**config.mk**
```make
export PLATFORM = sky130hd
export DESIGN_NAME = cio_port_block
export DESIGN_NICKNAME = d
export VERILOG_FILES = /design/src/hdl/cio_pkg.sv /design/src/hdl/cio_port_block.sv /design/src/hdl/cio_pin_slice.sv /design/src/hdl/cio_capture.sv
export SDC_FILE = /design/constraint.sdc
export NUM_CORES = 1
export LEC_CHECK = 0
export BUFFER_PORTS_ARGS = -buffer_cell sky130_fd_sc_hd__buf_2
export CORE_UTILIZATION = 30
export CTS_CLUSTER_DIAMETER = 150
export DETAILED_ROUTE_END_ITERATION = 7
export GPL_TIMING_DRIVEN = 0
export PLACE_DENSITY = 0.58
export SYNTH_ARGS = -nofsm -noshare
export SYNTH_HDL_FRONTEND = slang
export SYNTH_HIERARCHICAL = 1
export SYNTH_SLANG_ARGS = --single-unit
```
**constraint.sdc**
```tcl
create_clock -name sys_clk -period 3.1 [get_ports sys_clk]
set_clock_uncertainty 0.2 [all_clocks]
set_input_delay 0.62 -clock sys_clk [delete_from_list [all_inputs] [get_ports sys_clk]]
set_output_delay 0.62 -clock sys_clk [all_outputs]
set_load 0.005 [all_outputs]
```
**src/hdl/cio_pkg.sv**
```systemverilog
// Notes on behaviour
// pin drives latched address when logic enable active, or direction and mode both 1.
// host software sets direction and mode bits before using address output.
// non-multiplexed 8-bit host: port B carries address 7:0, low nibble low pins.
// multiplexed host: both ports give address 7:0; page variant puts 15:8 on B.
// host boots internally before address-output pins feed external boot memory.
// any pin can capture high address inputs on the address latch strobe.
// port A as host data bus disables all general I/O on port A.
// peripheral mode bit 7 set makes port A a bidirectional data buffer.
// in peripheral mode port A floats unless a peripheral select is active.
// port C pins shared between in-system programming and normal functions.
// all configuration and data registers read and written at fixed offsets.
// register bit n acts only on pin n of its port.
// mode, direction and driver registers reset to zero.
// mode bit 0 selects general I/O, 1 selects address output; A and B only.
// direction bit 1 is output, 0 input; all pins start as inputs.
// pin driver on when direction bit or logic enable is 1.
// port D direction register keeps only its three low bits.
// driver bit 1 on open-drain-capable pin selects open drain; default push-pull.
// A,B: 7:4 open drain, 3:0 slew; C all open drain; D 2:0 slew.
// driver bit 1 on slew-capable pin selects fast slew; default slow.
// input-data read returns live pin levels, no storage.
// output-data register holds written data, drives enabled pins, reads back.
// host never sets direction 1 on a pin used as a logic input.
// register writes take effect at the clock edge ending the write cycle.
package cio_pkg;
    // register index within a port's group
    localparam logic [2:0] REG_MODE  = 3'h0;
    localparam logic [2:0] REG_DIR   = 3'h1;
    localparam logic [2:0] REG_DRV   = 3'h2;
    localparam logic [2:0] REG_DIN   = 3'h3;
    localparam logic [2:0] REG_DOUT  = 3'h4;
    localparam logic [2:0] REG_CAPT  = 3'h5;
    localparam logic [2:0] REG_PMODE = 3'h6;
    // port select in address bits 5:4
    localparam logic [1:0] PORT_A = 2'h0;
    localparam logic [1:0] PORT_B = 2'h1;
    localparam logic [1:0] PORT_C = 2'h2;
    localparam logic [1:0] PORT_D = 2'h3;
    // reset values and field positions
    localparam logic [7:0] CFG_RESET     = 8'h00;
    localparam logic [7:0] DRV_OD_MASK_AB = 8'hF0;
    localparam logic [7:0] DRV_OD_MASK_C  = 8'hFF;
    localparam logic [7:0] DRV_SLEW_MASK_AB = 8'h0F;
    localparam logic [7:0] DRV_SLEW_MASK_D  = 8'h07;
    localparam logic [7:0] PORT_D_MASK   = 8'h07;
    localparam int         PMODE_BIT     = 7;
    // host bus flavours for address output
    typedef enum logic [3:0] {
        CIO_BUS_MUX   = 4'b0001,
        CIO_BUS_PAGE  = 4'b0010,
        CIO_BUS_NMUX  = 4'b0100,
        CIO_BUS_OTHER = 4'b1000
    } cio_bus_t;
endpackage : cio_pkg

```
**src/hdl/cio_port_block.sv**
```systemverilog
`timescale 1ns/1ns
module cio_port_block #(
    parameter int W = 8
) (
    // clock and reset
    input  wire logic           sys_clk,
    input  wire logic           rstn,
    input  wire logic           clk_en,
    // host register port
    input  wire logic [5:0]     reg_addr,
    input  wire logic           reg_wr,
    input  wire logic           reg_rd,
    input  wire logic [7:0]     reg_wdata,
    output logic      [7:0]     reg_rdata,
    // host bus context
    input  wire logic [3:0]     bus_type,
    input  wire logic [15:0]    host_addr,
    input  wire logic           address_latch_strobe,
    input  wire logic           data_port_en,
    input  wire logic [7:0]     host_data_o,
    input  wire logic           host_data_oe,
    output logic      [7:0]     host_data_i,
    input  wire logic           peripheral_select_zero,
    input  wire logic           peripheral_select_one,
    input  wire logic           jtag_en,
    input  wire logic [7:0]     jtag_o,
    input  wire logic [7:0]     jtag_oe,
    // general logic array terms
    input  wire logic [4*W-1:0] logic_oe,
    input  wire logic [4*W-1:0] logic_out,
    // pins, ports A..D packed low to high
    input  wire logic [4*W-1:0] pin_i,
    output logic      [4*W-1:0] pin_o,
    output logic      [4*W-1:0] pin_oe,
    output logic      [4*W-1:0] pin_fast_slew
);
    ////////////////////////////////////////////////////////////////////////
    // configuration state
    logic [W-1:0] mode     [2];
    logic [W-1:0] dir      [4];
    logic [W-1:0] drv      [4];
    logic [W-1:0] dout     [4];
    logic [W-1:0] capt     [4];
    logic [7:0]   peripheral_mode_register;
    logic [W-1:0] port_mask [4];
    logic [1:0]   wr_port;
    logic [2:0]   wr_reg;

    assign wr_port = reg_addr[5:4];
    assign wr_reg  = reg_addr[2:0];
    assign port_mask[0] = 8'hFF;
    assign port_mask[1] = 8'hFF;
    assign port_mask[2] = 8'hFF;
    assign port_mask[3] = cio_pkg::PORT_D_MASK;

    // mode registers exist only on A and B
    always_ff @(posedge sys_clk or negedge rstn) begin
        if (!rstn) begin
            mode[0] <= cio_pkg::CFG_RESET;
            mode[1] <= cio_pkg::CFG_RESET;
        end else if (clk_en && reg_wr && wr_reg == cio_pkg::REG_MODE
                     && !wr_port[1]) begin
            mode[wr_port[0]] <= reg_wdata;
        end
    end

    // direction, driver and output data, one set per port
    always_ff @(posedge sys_clk or negedge rstn) begin
        if (!rstn) begin
            for (int p = 0; p < 4; p++) begin
                dir[p]  <= cio_pkg::CFG_RESET;
                drv[p]  <= cio_pkg::CFG_RESET;
                dout[p] <= cio_pkg::CFG_RESET;
            end
        end else if (clk_en && reg_wr) begin
            case (wr_reg)
                cio_pkg::REG_DIR:  dir[wr_port]  <= reg_wdata & port_mask[wr_port];
                cio_pkg::REG_DRV:  drv[wr_port]  <= reg_wdata & port_mask[wr_port];
                cio_pkg::REG_DOUT: dout[wr_port] <= reg_wdata & port_mask[wr_port];
                default: ;
            endcase
        end
    end

    // peripheral mode register, one per block
    always_ff @(posedge sys_clk or negedge rstn) begin
        if (!rstn) begin
            peripheral_mode_register <= cio_pkg::CFG_RESET;
        end else if (clk_en && reg_wr && wr_reg == cio_pkg::REG_PMODE) begin
            peripheral_mode_register <= reg_wdata;
        end
    end

    ////////////////////////////////////////////////////////////////////////
    // latched address routing per host bus flavour
    logic [W-1:0] addr_a;
    logic [W-1:0] addr_b;
    logic [W-1:0] addr_ok_a;
    logic [W-1:0] addr_ok_b;

    always_comb begin
        addr_a    = host_addr[7:0];
        addr_b    = host_addr[7:0];
        addr_ok_a = 8'hFF;
        addr_ok_b = 8'hFF;
        case (bus_type)
            cio_pkg::CIO_BUS_MUX: begin
                addr_ok_a = 8'hFF;
            end
            cio_pkg::CIO_BUS_PAGE: begin
                addr_b    = host_addr[15:8];
                addr_ok_a = 8'h00;
            end
            cio_pkg::CIO_BUS_NMUX: begin
                addr_ok_a = 8'h00;
            end
            default: begin
                addr_ok_a = 8'h00;
                addr_ok_b = 8'h00;
            end
        endcase
    end

    ////////////////////////////////////////////////////////////////////////
    // per-port pin logic
    logic [W-1:0] sl_o   [4];
    logic [W-1:0] sl_oe  [4];
    logic [W-1:0] addr_sel [4];
    logic [W-1:0] od_sel [4];
    logic [W-1:0] slew   [4];

    always_comb begin
        // address output: logic enable or both dir and mode set
        addr_sel[0] = addr_ok_a & (logic_oe[W-1:0] | (dir[0] & mode[0]));
        addr_sel[1] = addr_ok_b & (logic_oe[2*W-1:W] | (dir[1] & mode[1]));
        addr_sel[2] = '0;
        addr_sel[3] = '0;
        od_sel[0] = drv[0] & cio_pkg::DRV_OD_MASK_AB;
        od_sel[1] = drv[1] & cio_pkg::DRV_OD_MASK_AB;
        od_sel[2] = drv[2] & cio_pkg::DRV_OD_MASK_C;
        od_sel[3] = '0;
        slew[0]   = drv[0] & cio_pkg::DRV_SLEW_MASK_AB;
        slew[1]   = drv[1] & cio_pkg::DRV_SLEW_MASK_AB;
        slew[2]   = '0;
        slew[3]   = drv[3] & cio_pkg::DRV_SLEW_MASK_D;
    end

    for (genvar p = 0; p < 4; p++) begin : g_port
        cio_pin_slice #(.W(W)) u_slice (
            .dir       (dir[p]),
            .logic_oe  (logic_oe[p*W +: W] & port_mask[p]),
            .addr_sel  (addr_sel[p]),
            .od_sel    (od_sel[p]),
            .dout      (dout[p]),
            .addr_val  (p == 0 ? addr_a : addr_b),
            .logic_out (logic_out[p*W +: W]),
            .next_o    (sl_o[p]),
            .next_oe   (sl_oe[p])
        );
        cio_capture #(.W(W)) u_capt (
            .sys_clk              (sys_clk),
            .rstn                 (rstn),
            .clk_en               (clk_en),
            .address_latch_strobe (address_latch_strobe),
            .pin_i                (pin_i[p*W +: W] & port_mask[p]),
            .captured             (capt[p])
        );
    end

    ////////////////////////////////////////////////////////////////////////
    // final pin muxing; port A overrides, port C shares with programming
    logic [4*W-1:0] next_o;
    logic [4*W-1:0] next_oe;
    logic           psel_any;

    assign psel_any = peripheral_select_zero | peripheral_select_one;

    always_comb begin
        for (int p = 0; p < 4; p++) begin
            next_o[p*W +: W]  = sl_o[p];
            next_oe[p*W +: W] = sl_oe[p] & port_mask[p];
        end
        if (data_port_en) begin
            next_o[W-1:0]  = host_data_o;
            next_oe[W-1:0] = {W{host_data_oe}};
        end else if (peripheral_mode_register[cio_pkg::PMODE_BIT]) begin
            next_o[W-1:0]  = host_data_o;
            next_oe[W-1:0] = {W{psel_any & host_data_oe}};
        end
        if (jtag_en) begin
            next_o[3*W-1:2*W]  = jtag_o;
            next_oe[3*W-1:2*W] = jtag_oe;
        end
    end

    // registered pin outputs
    always_ff @(posedge sys_clk or negedge rstn) begin
        if (!rstn) begin
            pin_o         <= '0;
            pin_oe        <= '0;
            pin_fast_slew <= '0;
            host_data_i   <= 8'h00;
        end else if (clk_en) begin
            pin_o         <= next_o;
            pin_oe        <= next_oe;
            pin_fast_slew <= {slew[3], slew[2], slew[1], slew[0]};
            host_data_i   <= pin_i[W-1:0];  // data port and peripheral read path
        end
    end

    ////////////////////////////////////////////////////////////////////////
    // register read, one cycle after the strobe
    logic [7:0] next_rdata;

    always_comb begin
        case (wr_reg)
            cio_pkg::REG_MODE:  next_rdata = wr_port[1] ? 8'h00 : mode[wr_port[0]];
            cio_pkg::REG_DIR:   next_rdata = dir[wr_port];
            cio_pkg::REG_DRV:   next_rdata = drv[wr_port];
            cio_pkg::REG_DIN:   next_rdata = pin_i[wr_port*W +: W] & port_mask[wr_port];
            cio_pkg::REG_DOUT:  next_rdata = dout[wr_port];
            cio_pkg::REG_CAPT:  next_rdata = capt[wr_port];
            cio_pkg::REG_PMODE: next_rdata = peripheral_mode_register;
            default:            next_rdata = 8'h00;
        endcase
    end

    always_ff @(posedge sys_clk or negedge rstn) begin
        if (!rstn) begin
            reg_rdata <= 8'h00;
        end else if (clk_en && reg_rd) begin
            reg_rdata <= next_rdata;
        end
    end
endmodule : cio_port_block

```
**src/hdl/cio_pin_slice.sv**
```systemverilog
`timescale 1ns/1ns
// one 8-bit port: direction merge, output mux, open drain handling
module cio_pin_slice #(
    parameter int W = 8
) (
    // configuration
    input  wire logic [W-1:0] dir,
    input  wire logic [W-1:0] logic_oe,
    input  wire logic [W-1:0] addr_sel,
    input  wire logic [W-1:0] od_sel,
    // data sources
    input  wire logic [W-1:0] dout,
    input  wire logic [W-1:0] addr_val,
    input  wire logic [W-1:0] logic_out,
    // pin side, before registering
    output logic      [W-1:0] next_o,
    output logic      [W-1:0] next_oe
);
    // per-bit merge; bit n only sees bit n of each source
    always_comb begin
        for (int i = 0; i < W; i++) begin
            next_o[i]  = addr_sel[i] ? addr_val[i] :
                         (logic_oe[i] ? logic_out[i] : dout[i]);
            next_oe[i] = dir[i] | logic_oe[i] | addr_sel[i];
            // open drain: only drive low, let the pull-up make the high
            if (od_sel[i] && next_o[i]) begin
                next_oe[i] = 1'b0;
            end
        end
    end
endmodule : cio_pin_slice

```
**src/hdl/cio_capture.sv**
```systemverilog
`timescale 1ns/1ns
// address input capture on the address latch strobe
module cio_capture #(
    parameter int W = 8
) (
    // clock and reset
    input  wire logic         sys_clk,
    input  wire logic         rstn,
    input  wire logic         clk_en,
    // strobe and pins
    input  wire logic         address_latch_strobe,
    input  wire logic [W-1:0] pin_i,
    // captured value
    output logic      [W-1:0] captured
);
    // latch on the strobe level; transparent-latch feel kept synchronous
    always_ff @(posedge sys_clk or negedge rstn) begin
        if (!rstn) begin
            captured <= '0;
        end else if (clk_en && address_latch_strobe) begin
            captured <= pin_i;
        end
    end
endmodule : cio_capture

```
==> metrics, run 1 <==
status=finished, final reports clean; grt ovf=0; Tcrit/Tclk final=85.2%; maximum fanout along the worst path=16; Hold WS=between 0.1 and 0.15 ns; Worst VDD drop=0.397 mV; FILL cells=between 4,000 and 5,000; Slew Limit Fails=0; Setup crit start=clk_en; R2R depth=4; RR Endpoint=pin_o[7]; Min-Delay Path Class=primary input to register; CTS Sinks=238; Post-Route Setup TNS=0 ns; RePlAce Congestion=0.868; # rows=74; Max-slew headroom=9.85%; initial drt markers=609; CP Launch Type=primary input; die width=about 210 µm; Critical Path AT=2.89 ns; routing usage on met1=26.6%; Cells after Synth=1,065; GR Util met2=35.0%; pre-CTS WS=-0.777 ns; die height=between 200 and 250 µm; initial antenna violation count=8; final setup vio count=0; io pins=277; Setup CP Type=primary input to register; DRC=0; placed cells=1,938; Layout Nets=1,603; GR peak layer=met2; Post-DRT Antenna Nets=0; Clock transition at path regs=around 0.06 ns; Post-Route WL=around 45,000 µm; cell area after synthesis=0.0127 mm²; Final Critical Period=about 2.6 ns; final core utilization=38.7%; TritonCTS Buffers=30; crit path to=dout[16]; reg2reg setup slack=0.63 ns; Pwr per Cell Area=~550 mW/mm²; Slew @ Worst Pin=1.35 ns; TritonCTS clock tree=yes; TritonRoute pass-1 iters=5; Initial Utilization=30.7%; setup repair after global routing missed its margin=no; CTS HTree Levels=1; Final Non-Filler Cells=roughly 2,000; HPWL after DPL=34,200 µm; Setup Fix Bufs, Post-CTS=0; reg2reg start=peripheral_mode_register[7]; max_cap viols=0; layout cells sized above 1=40.8%; Worst setup EP type=register; GRT Overall Usage=approximately a fifth; Avg Cell Area, Syn=11.9 µm²; met3 GRT Util=5.57%; Critical Path RT=3.34 ns; largest net degree at the start of global routing=119; endpoints failing hold=0; leak pwr=7.74 nW; setup ws final=0.458 ns; first-pass GRT wire length=between 60,000 and 70,000 µm; number of port buffers=between 200 and 250; Die ar.=about 0.043 mm²; DR vias=9,788; Layout Area Growth over Synthesis=25.8%; via/cell ratio=4.91; Yosys warnings=6; maximum clock frequency=between 300 and 400 MHz; core box area=0.0413 mm²; routed length per placed instance=22.6 µm; Longest Clk Path Bufs=3; vias in the first global route=10,200; Clock Latency Late Sink=around 0.57 ns; Clk Tree Root Cell=clkbuf_16
## cells in the final DEF, fill, tap and decap left out, drive strengths merged, types with 7 or more instances in the layout
cell and n:
buf 288, mux2 255, dfrtp 238, mux2i 107, conb 107, nor2 89, clkbuf 68, a21oi 48
nor2b 43, o22ai 29, nor3 28, and3 27, a211oi 27, nand2 25, clkinv 8, nor4 7
## metal layers
layer,vias up,routed length (µm)
met4,12,1210
met2,329,21300
met3,77,3230
met5,-,86
met1,4838,19200
li1,4532,-
## worst min path at each step
stage	startpoint	endpoint	slack, ns	cells after the start
6_report	pin_i[12]	g_port[1].u_capt/captured[4]	0.10	2
3_3_place_gp	dir[5]	dir[5]	0.28	1
2_1_floorplan	rstn	dir[0]	0.12	0
5_1_grt	pin_i[8]	g_port[1].u_capt/captured[0]	0.09	2
3_5_place_dp	rstn	pin_oe[3]	0.29	1
4_1_cts	pin_i[8]	g_port[1].u_capt/captured[0]	0.08	2
## state kept, by name, summed over array words and instances (netlist names)
signal                    flops
g_port.u_capt/captured       32
pin_oe                       27
pin_o                        32
dout                         32
peripheral_mode_register      8
dir                          32
host_data_i                   8
drv                          32
pin_fast_slew                11
reg_rdata                     8
mode                         16
## through the flow
stage / instance area [µm²] / power [mW]
4_1_cts: 16000 / 8.88
5_1_grt: 16000 / 9.18
3_5_place_dp: 15000 / 5.39
6_report: 16000 / 8.76
2_1_floorplan: 13100 / 4.65
3_3_place_gp: 14900 / 5.33
## where the power goes
part           total [mW]  internal [mW]  leakage (nW)  switching [mW]
clock                3.44           2.03         0.466            1.40
sequential           3.81           3.49          3.01           0.312
combinational        1.52          0.782          4.26           0.734
total                8.76           6.31          7.74            2.45
## area by class of cell
type,instances,area [µm²],share of cell area (%)
antenna,2,5.00,0.0314
buffer,80,429,2.69
clock buffer,41,833,5.22
clock inverter,13,123,0.768
inverter,1,3.75,0.0235
multi-input combinational,851,6700,42.0
sequential,238,5960,37.3
tap,532,666,4.17
timing repair buffer,236,1250,7.82
## timing repair
action,in CTS,in global routing
resized for setup,1,0
setup endpoints to repair,10,5
endpoints found under the hold margin,21,0
hold buffers,1,0
## worst max-delay path: stages
cell and delay (ns):
buf_2 0.15, buf_4 0.36, nand4_1 0.25, nor2_1 1.06, mux2_2 0.43
Power figures use the tool's default switching activity.
==> run 2: changes to the inputs <==
==> constraint.sdc (replaced) <==
create_clock -name sys_clk -period 2.6 [get_ports sys_clk]
set_clock_uncertainty 0.2 [all_clocks]
set_input_delay 0.52 -clock sys_clk [delete_from_list [all_inputs] [get_ports sys_clk]]
set_output_delay 0.52 -clock sys_clk [all_outputs]
set_load 0.005 [all_outputs]
==> metrics, run 2 (synthesis results as in run 1) <==
Clock power frac=39.2% (about the same); Pwr per Cell Area=650 mW/mm² (+18%); Worst setup EP type=register; final setup vio count=0 (unchanged); Min-Delay Path Class=primary input to register; Layout Area Growth over Synthesis=27.0%; hold wc startpoint=pin_i[20]; Cell Int Power=7.54 mW (+19%); Clock transition at path regs=0.07 ns (about the same); CTS Sinks=238 (unchanged); overall power=10.5 mW (+20%); GRT Overall Usage=20.9% (about the same); vias in the first global route=10,200 (+0.65%); maximum clock frequency=398 MHz; Layout Nets=1,618 (+0.94%); Post-Route WL=45,200 µm (+0.29%); Critical Path RT=2.90 ns (-0.44 ns); final core utilization=39.0% (+0.37 points); initial antenna violation count=8 (unchanged); max_cap viols=0 (unchanged); Longest Clk Path Bufs=3 (unchanged); Post-Route Setup TNS=0 ns (unchanged); design area=0.0161 mm² (+0.96%); Post-DRT Antenna Nets=0 (unchanged); DR vias=9,802 (+0.14%); most frequent cells in the layout=buf_2, dfrtp_1, mux2_2; via/cell ratio=4.88 (-0.60%); HPWL after DPL=34,200 µm (unchanged); Die ar.=0.0431 mm² (unchanged); die height=208 µm (unchanged); setup ws final=0.0881 ns (-0.370 ns); TritonRoute pass-1 iters=5 (unchanged); most common cell after layout, fill and taps aside=buf_2; Post-DP Area=0.0150 mm² (unchanged); # rows=74 (unchanged); Slew @ Worst Pin=1.32 ns (-0.0319 ns); Initial Utilization=30.7% (unchanged); status=finished, final reports clean; maximum fanout along the worst path=8 (-8); grt ovf=0 (unchanged); CTS HTree Levels=1 (unchanged); RePlAce Congestion=0.868 (unchanged); die width=208 µm (unchanged); Setup Fix Bufs, Post-CTS=0 (unchanged); Slew Limit Fails=0 (unchanged); Setup CP Type=primary input to register; initial drt markers=634 (+4.1%); layout cells sized above 1=40.4% (-0.35 points); leak pwr=7.80 nW (+0.81%); number of port buffers=232 (unchanged); Tcrit/Tclk final=96.6%; Final Non-Filler Cells=2,009 (+0.75%); Worst VDD drop=0.475 mV (+19%); TritonCTS Buffers=30 (unchanged); CP Launch Type=primary input; Hold WS=0.0234 ns (-0.0785 ns); Max-slew headroom=12.0% (+2.1 points); Reg power frac=43.4% (about the same); endpoints failing hold=0 (unchanged); Critical Path AT=2.81 ns (-0.08 ns); Setup crit start=bus_type[1]; pre-CTS WS=-1.18 ns (-0.400 ns); TritonCTS clock tree=yes; switching part of the total power=28.0% (+0.049 points); placed cells=1,938 (unchanged); DRC=0 (unchanged); reg2reg start=peripheral_mode_register[7]; Clk Tree Root Cell=clkbuf_16; Logic pwr share=17.5% (+0.2 points); Switch Pwr=2.93 mW (+20%); largest net degree at the start of global routing=119 (unchanged); Clock Latency Late Sink=0.56 ns (about the same); io pins=277 (unchanged); Final Critical Period=approximately 2.5 ns; routed length per placed instance=22.5 µm (-0.46%); core box area=0.0413 mm² (unchanged); first-pass GRT wire length=66,500 µm (+0.21%); setup repair after global routing missed its margin=no
[run 2: final timing paths]
path	end	depth (start not counted)	slack, ns
max	pin_oe[4]	8	0.09
min	g_port[2].u_capt/captured[4]	2	0.02
max reg2reg	pin_o[7]	4	0.36
min reg2reg	drv[5]	1	0.30
max in group asynchronous	g_port[3].u_capt/captured[0]	3	1.07
min in group asynchronous	pin_o[5]	2	0.18
[run 2: worst max-delay path, cell delays in order]
cell      delay (ns)
buf_2           0.12
or4b_2          0.67
clkbuf_1        0.35
nor2_1          0.33
nor2b_1         0.09
a211oi_1        0.47
nand2_1         0.09
a21oi_1         0.16
[run 2: repair_timing]
action | 4_1_cts | 5_1_grt
hold buffers | 16 | 0
gates resized for setup | 1 | 1
endpoints found under the hold margin | 52 | 0
setup endpoints to repair | 30 | 2
[run 2: power groups by stage]
stage | Combinational (mW) | Sequential, mW | Clock [mW]
4_1_cts | 1.85 | 4.54 | 4.22
2_1_floorplan | 1.07 | 4.47 | 0
3_5_place_dp | 1.82 | 4.60 | 0
5_1_grt | 2.00 | 4.60 | 4.36
3_3_place_gp | 1.77 | 4.59 | 0
6_report | 1.83 | 4.54 | 4.10
[run 2: final cells by class]
class,count,area (µm²)
Multi-Input combinational cell,851,6700
Fill cell,4103,25200
Timing Repair Buffer,251,1400
Inverter,1,3.75
Clock buffer,41,833
Buffer,80,429
Tap cell,532,666
Clock inverter,13,123
Antenna cell,2,5.00
Sequential cell,238,5960
[run 2: routing by layer]
layer  GRT usage [%]  up-vias  wire [µm]  share of wire [%]
met2            35.1      305      21500                 48
li1                -     4561          -                  -
met5               0        -         69               0.15
met3            5.49       76       2910                6.4
met4            5.62       12       1190                2.6
met1            26.5     4848      19500                 43
==> run 3: changes to the inputs <==
--- a/config.mk
+++ b/config.mk
@@ -5,7 +5,9 @@
 export SDC_FILE = /design/constraint.sdc
 export NUM_CORES = 1
 export LEC_CHECK = 0
+export ABC_AREA = 1
 export BUFFER_PORTS_ARGS = -buffer_cell sky130_fd_sc_hd__buf_2
+export CAP_MARGIN = 20
 export CORE_UTILIZATION = 30
 export CTS_CLUSTER_DIAMETER = 150
 export DETAILED_ROUTE_END_ITERATION = 7
==> metrics, run 3 <==
TritonCTS clock tree=yes; Cells after Synth=1,881 (+77%); maximum fanout along the worst path=10 (+2); first-pass GRT wire length=75,500 µm (+14%); Longest Clk Path Bufs=3 (unchanged); TritonRoute pass-1 iters=5 (unchanged); Tcrit/Tclk final=87.7% (-8.9 points); HPWL after DPL=39,900 µm (+17%); Hold Path End=pin_o[19]; Slew @ Worst Pin=0.987 ns (-0.328 ns); met3 wire length=3350 µm (+15%); via/cell ratio=4.64 (-4.9%); Yosys warnings=6 (unchanged); Max-slew headroom=34.2% (+22 points); Setup crit start=clk_en; CTS HTree Levels=1 (unchanged); final core utilization=38.5% (-0.48 points); DR vias=13,300 (+35%); Slew Limit Fails=0 (unchanged); GRT Overall Usage=22.7% (+1.8 points); Worst setup EP type=register; Worst VDD drop=0.428 mV (-9.9%); die height=212 µm (+2.0%); initial antenna violation count=4 (-4); largest net degree at the start of global routing=122 (+2.5%); Switch Pwr=3.32 mW (+13%); max_cap viols=0 (unchanged); Critical Path RT=2.87 ns (-0.03 ns); endpoints failing hold=0 (unchanged); Setup CP Type=primary input to register; DRC=0 (unchanged); routed length per placed instance=17.9 µm (-21%); Pwr per Cell Area=635 mW/mm² (-2.3%); Reg power frac=43.3% (about the same); layout cells sized above 1=17.2% (-23 points); CP Launch Type=primary input; number of port buffers=235 (+1.3%); most common cell after layout, fill and taps aside=nand2_1; Post-DRT Antenna Nets=0 (unchanged); setup repair after global routing missed its margin=no; Layout Area Growth over Synthesis=26.4%; status=finished, final reports clean; final setup vio count=0 (unchanged); Clock power frac=38.5% (-0.7 points); core box area=0.0433 mm² (+4.8%); Layout Nets=2,417 (+49%); routed length on met2=22,600 µm (+5.1%); Hold Path Stages=3 (+1); # rows=76 (+2.7%); grt ovf=0 (unchanged); TritonCTS Buffers=29 (-3.3%); design area=0.0167 mm² (+3.5%); io pins=277 (unchanged); reg2reg setup slack=0.74 ns (+0.38 ns); RePlAce Congestion=0.952 (+9.7%); cell area after synthesis=0.0132 mm² (+4.1%); reg2reg start=peripheral_mode_register[7]; Post-Route WL=51,000 µm (+13%); Initial Utilization=30.5% (-0.21 points); Die ar.=0.0448 mm² (+4.0%); leak pwr=9.08 nW (+16%); Clock transition at path regs=0.06 ns (about the same); most frequent cells in the layout=nand2_1, buf_2, dfrtp_1; Setup Fix Bufs, Post-CTS=0 (unchanged); Post-DP Area=0.0155 mm² (+3.1%); CTS Sinks=238 (unchanged); RR Endpoint=pin_oe[3]; switching part of the total power=31.4% (+3.4 points); Logic pwr share=18.2% (+0.7 points); maximum clock frequency=439 MHz (+10%); hold wc startpoint=jtag_o[3]; Clk Tree Root Cell=clkbuf_16; die width=212 µm (+2.0%); DR top layer=met5; initial drt markers=1,118 (+76%); Avg Cell Area, Syn=7.02 µm² (-41%); Met1 Wirelength=23,100 µm (+18%); Min-Delay Path Class=primary input to register; Critical Path AT=2.55 ns (-0.26 ns); Clock Latency Late Sink=0.59 ns (+0.03 ns); Final Critical Period=2.28 ns (-0.232 ns); Cell Int Power=7.27 mW (-3.6%); vias in the first global route=12,400 (+21%); R2R depth=5 (+1)
run 3: worst max-delay path by stage:
stage	endpoint	slack, ns	cells after the start
final	drv[30]	0.32	7
after floorplan	pin_oe[13]	0.48	12
after global placement	pin_oe[18]	-3.67	1
after global routing	pin_oe[14]	0.21	14
after detailed placement	pin_oe[14]	-0.39	14
after CTS	pin_oe[14]	0.20	14
run 3: repair_timing:
item                                    4_1_cts  5_1_grt
resized for setup                             0        1
endpoints found under the setup margin        0        2
hold buffers                                 27        0
hold endpoints to repair                     50        0
run 3: area by class of cell:
cell class / instances / area [µm²]
Tap cell: 585 / 732
Buffer: 98 / 611
Clock inverter: 8 / 86.3
Clock buffer: 42 / 855
Inverter: 130 / 490
Antenna cell: 1 / 2.50
Sequential cell: 238 / 5960
Timing Repair Buffer: 264 / 1510
Multi-Input combinational cell: 1491 / 6430
Fill cell: 4650 / 26600
run 3: routing by layer:
metal,track usage [%],vias to the layer above
li1,-,6495
met1,31.6,6185
met2,35.5,469
met3,3.68,98
met4,8.15,6
met5,0,-
run 3: power by group through the flow:
| stage | sequential, mW | clock (mW) | combinational, mW |
|---|---|---|---|
| after floorplan | 4.48 | 0 | 1.06 |
| after global placement | 4.63 | 0 | 1.85 |
| after detailed placement | 4.63 | 0 | 1.89 |
| after CTS | 4.57 | 4.14 | 1.92 |
| after global routing | 4.63 | 4.31 | 2.18 |
| final | 4.58 | 4.08 | 1.93 |
run 3: worst max-delay path: stages:
cell and delay (ns):
buf_2 0.34, nand2_4 0.17, nor4_2 0.69, nand2_1 0.43, buf_6 0.27, nand2_1 0.05
o21ai_0 0.07
run 3: through the flow:
stage          hold slack (ns)  instances  total power [mW]  setup slack (ns)  setup TNS (ns)
6_report                0.0127       2857              10.6             0.320               0
5_1_grt                0.00947       2856              11.1             0.214               0
4_1_cts               0.000106       2856              10.6             0.198               0
3_5_place_dp             0.199       2779              6.52            -0.393           -7.50
3_3_place_gp             0.249       2777              6.48             -3.67         -870.82
2_1_floorplan           0.0244       1957              5.54             0.479               0
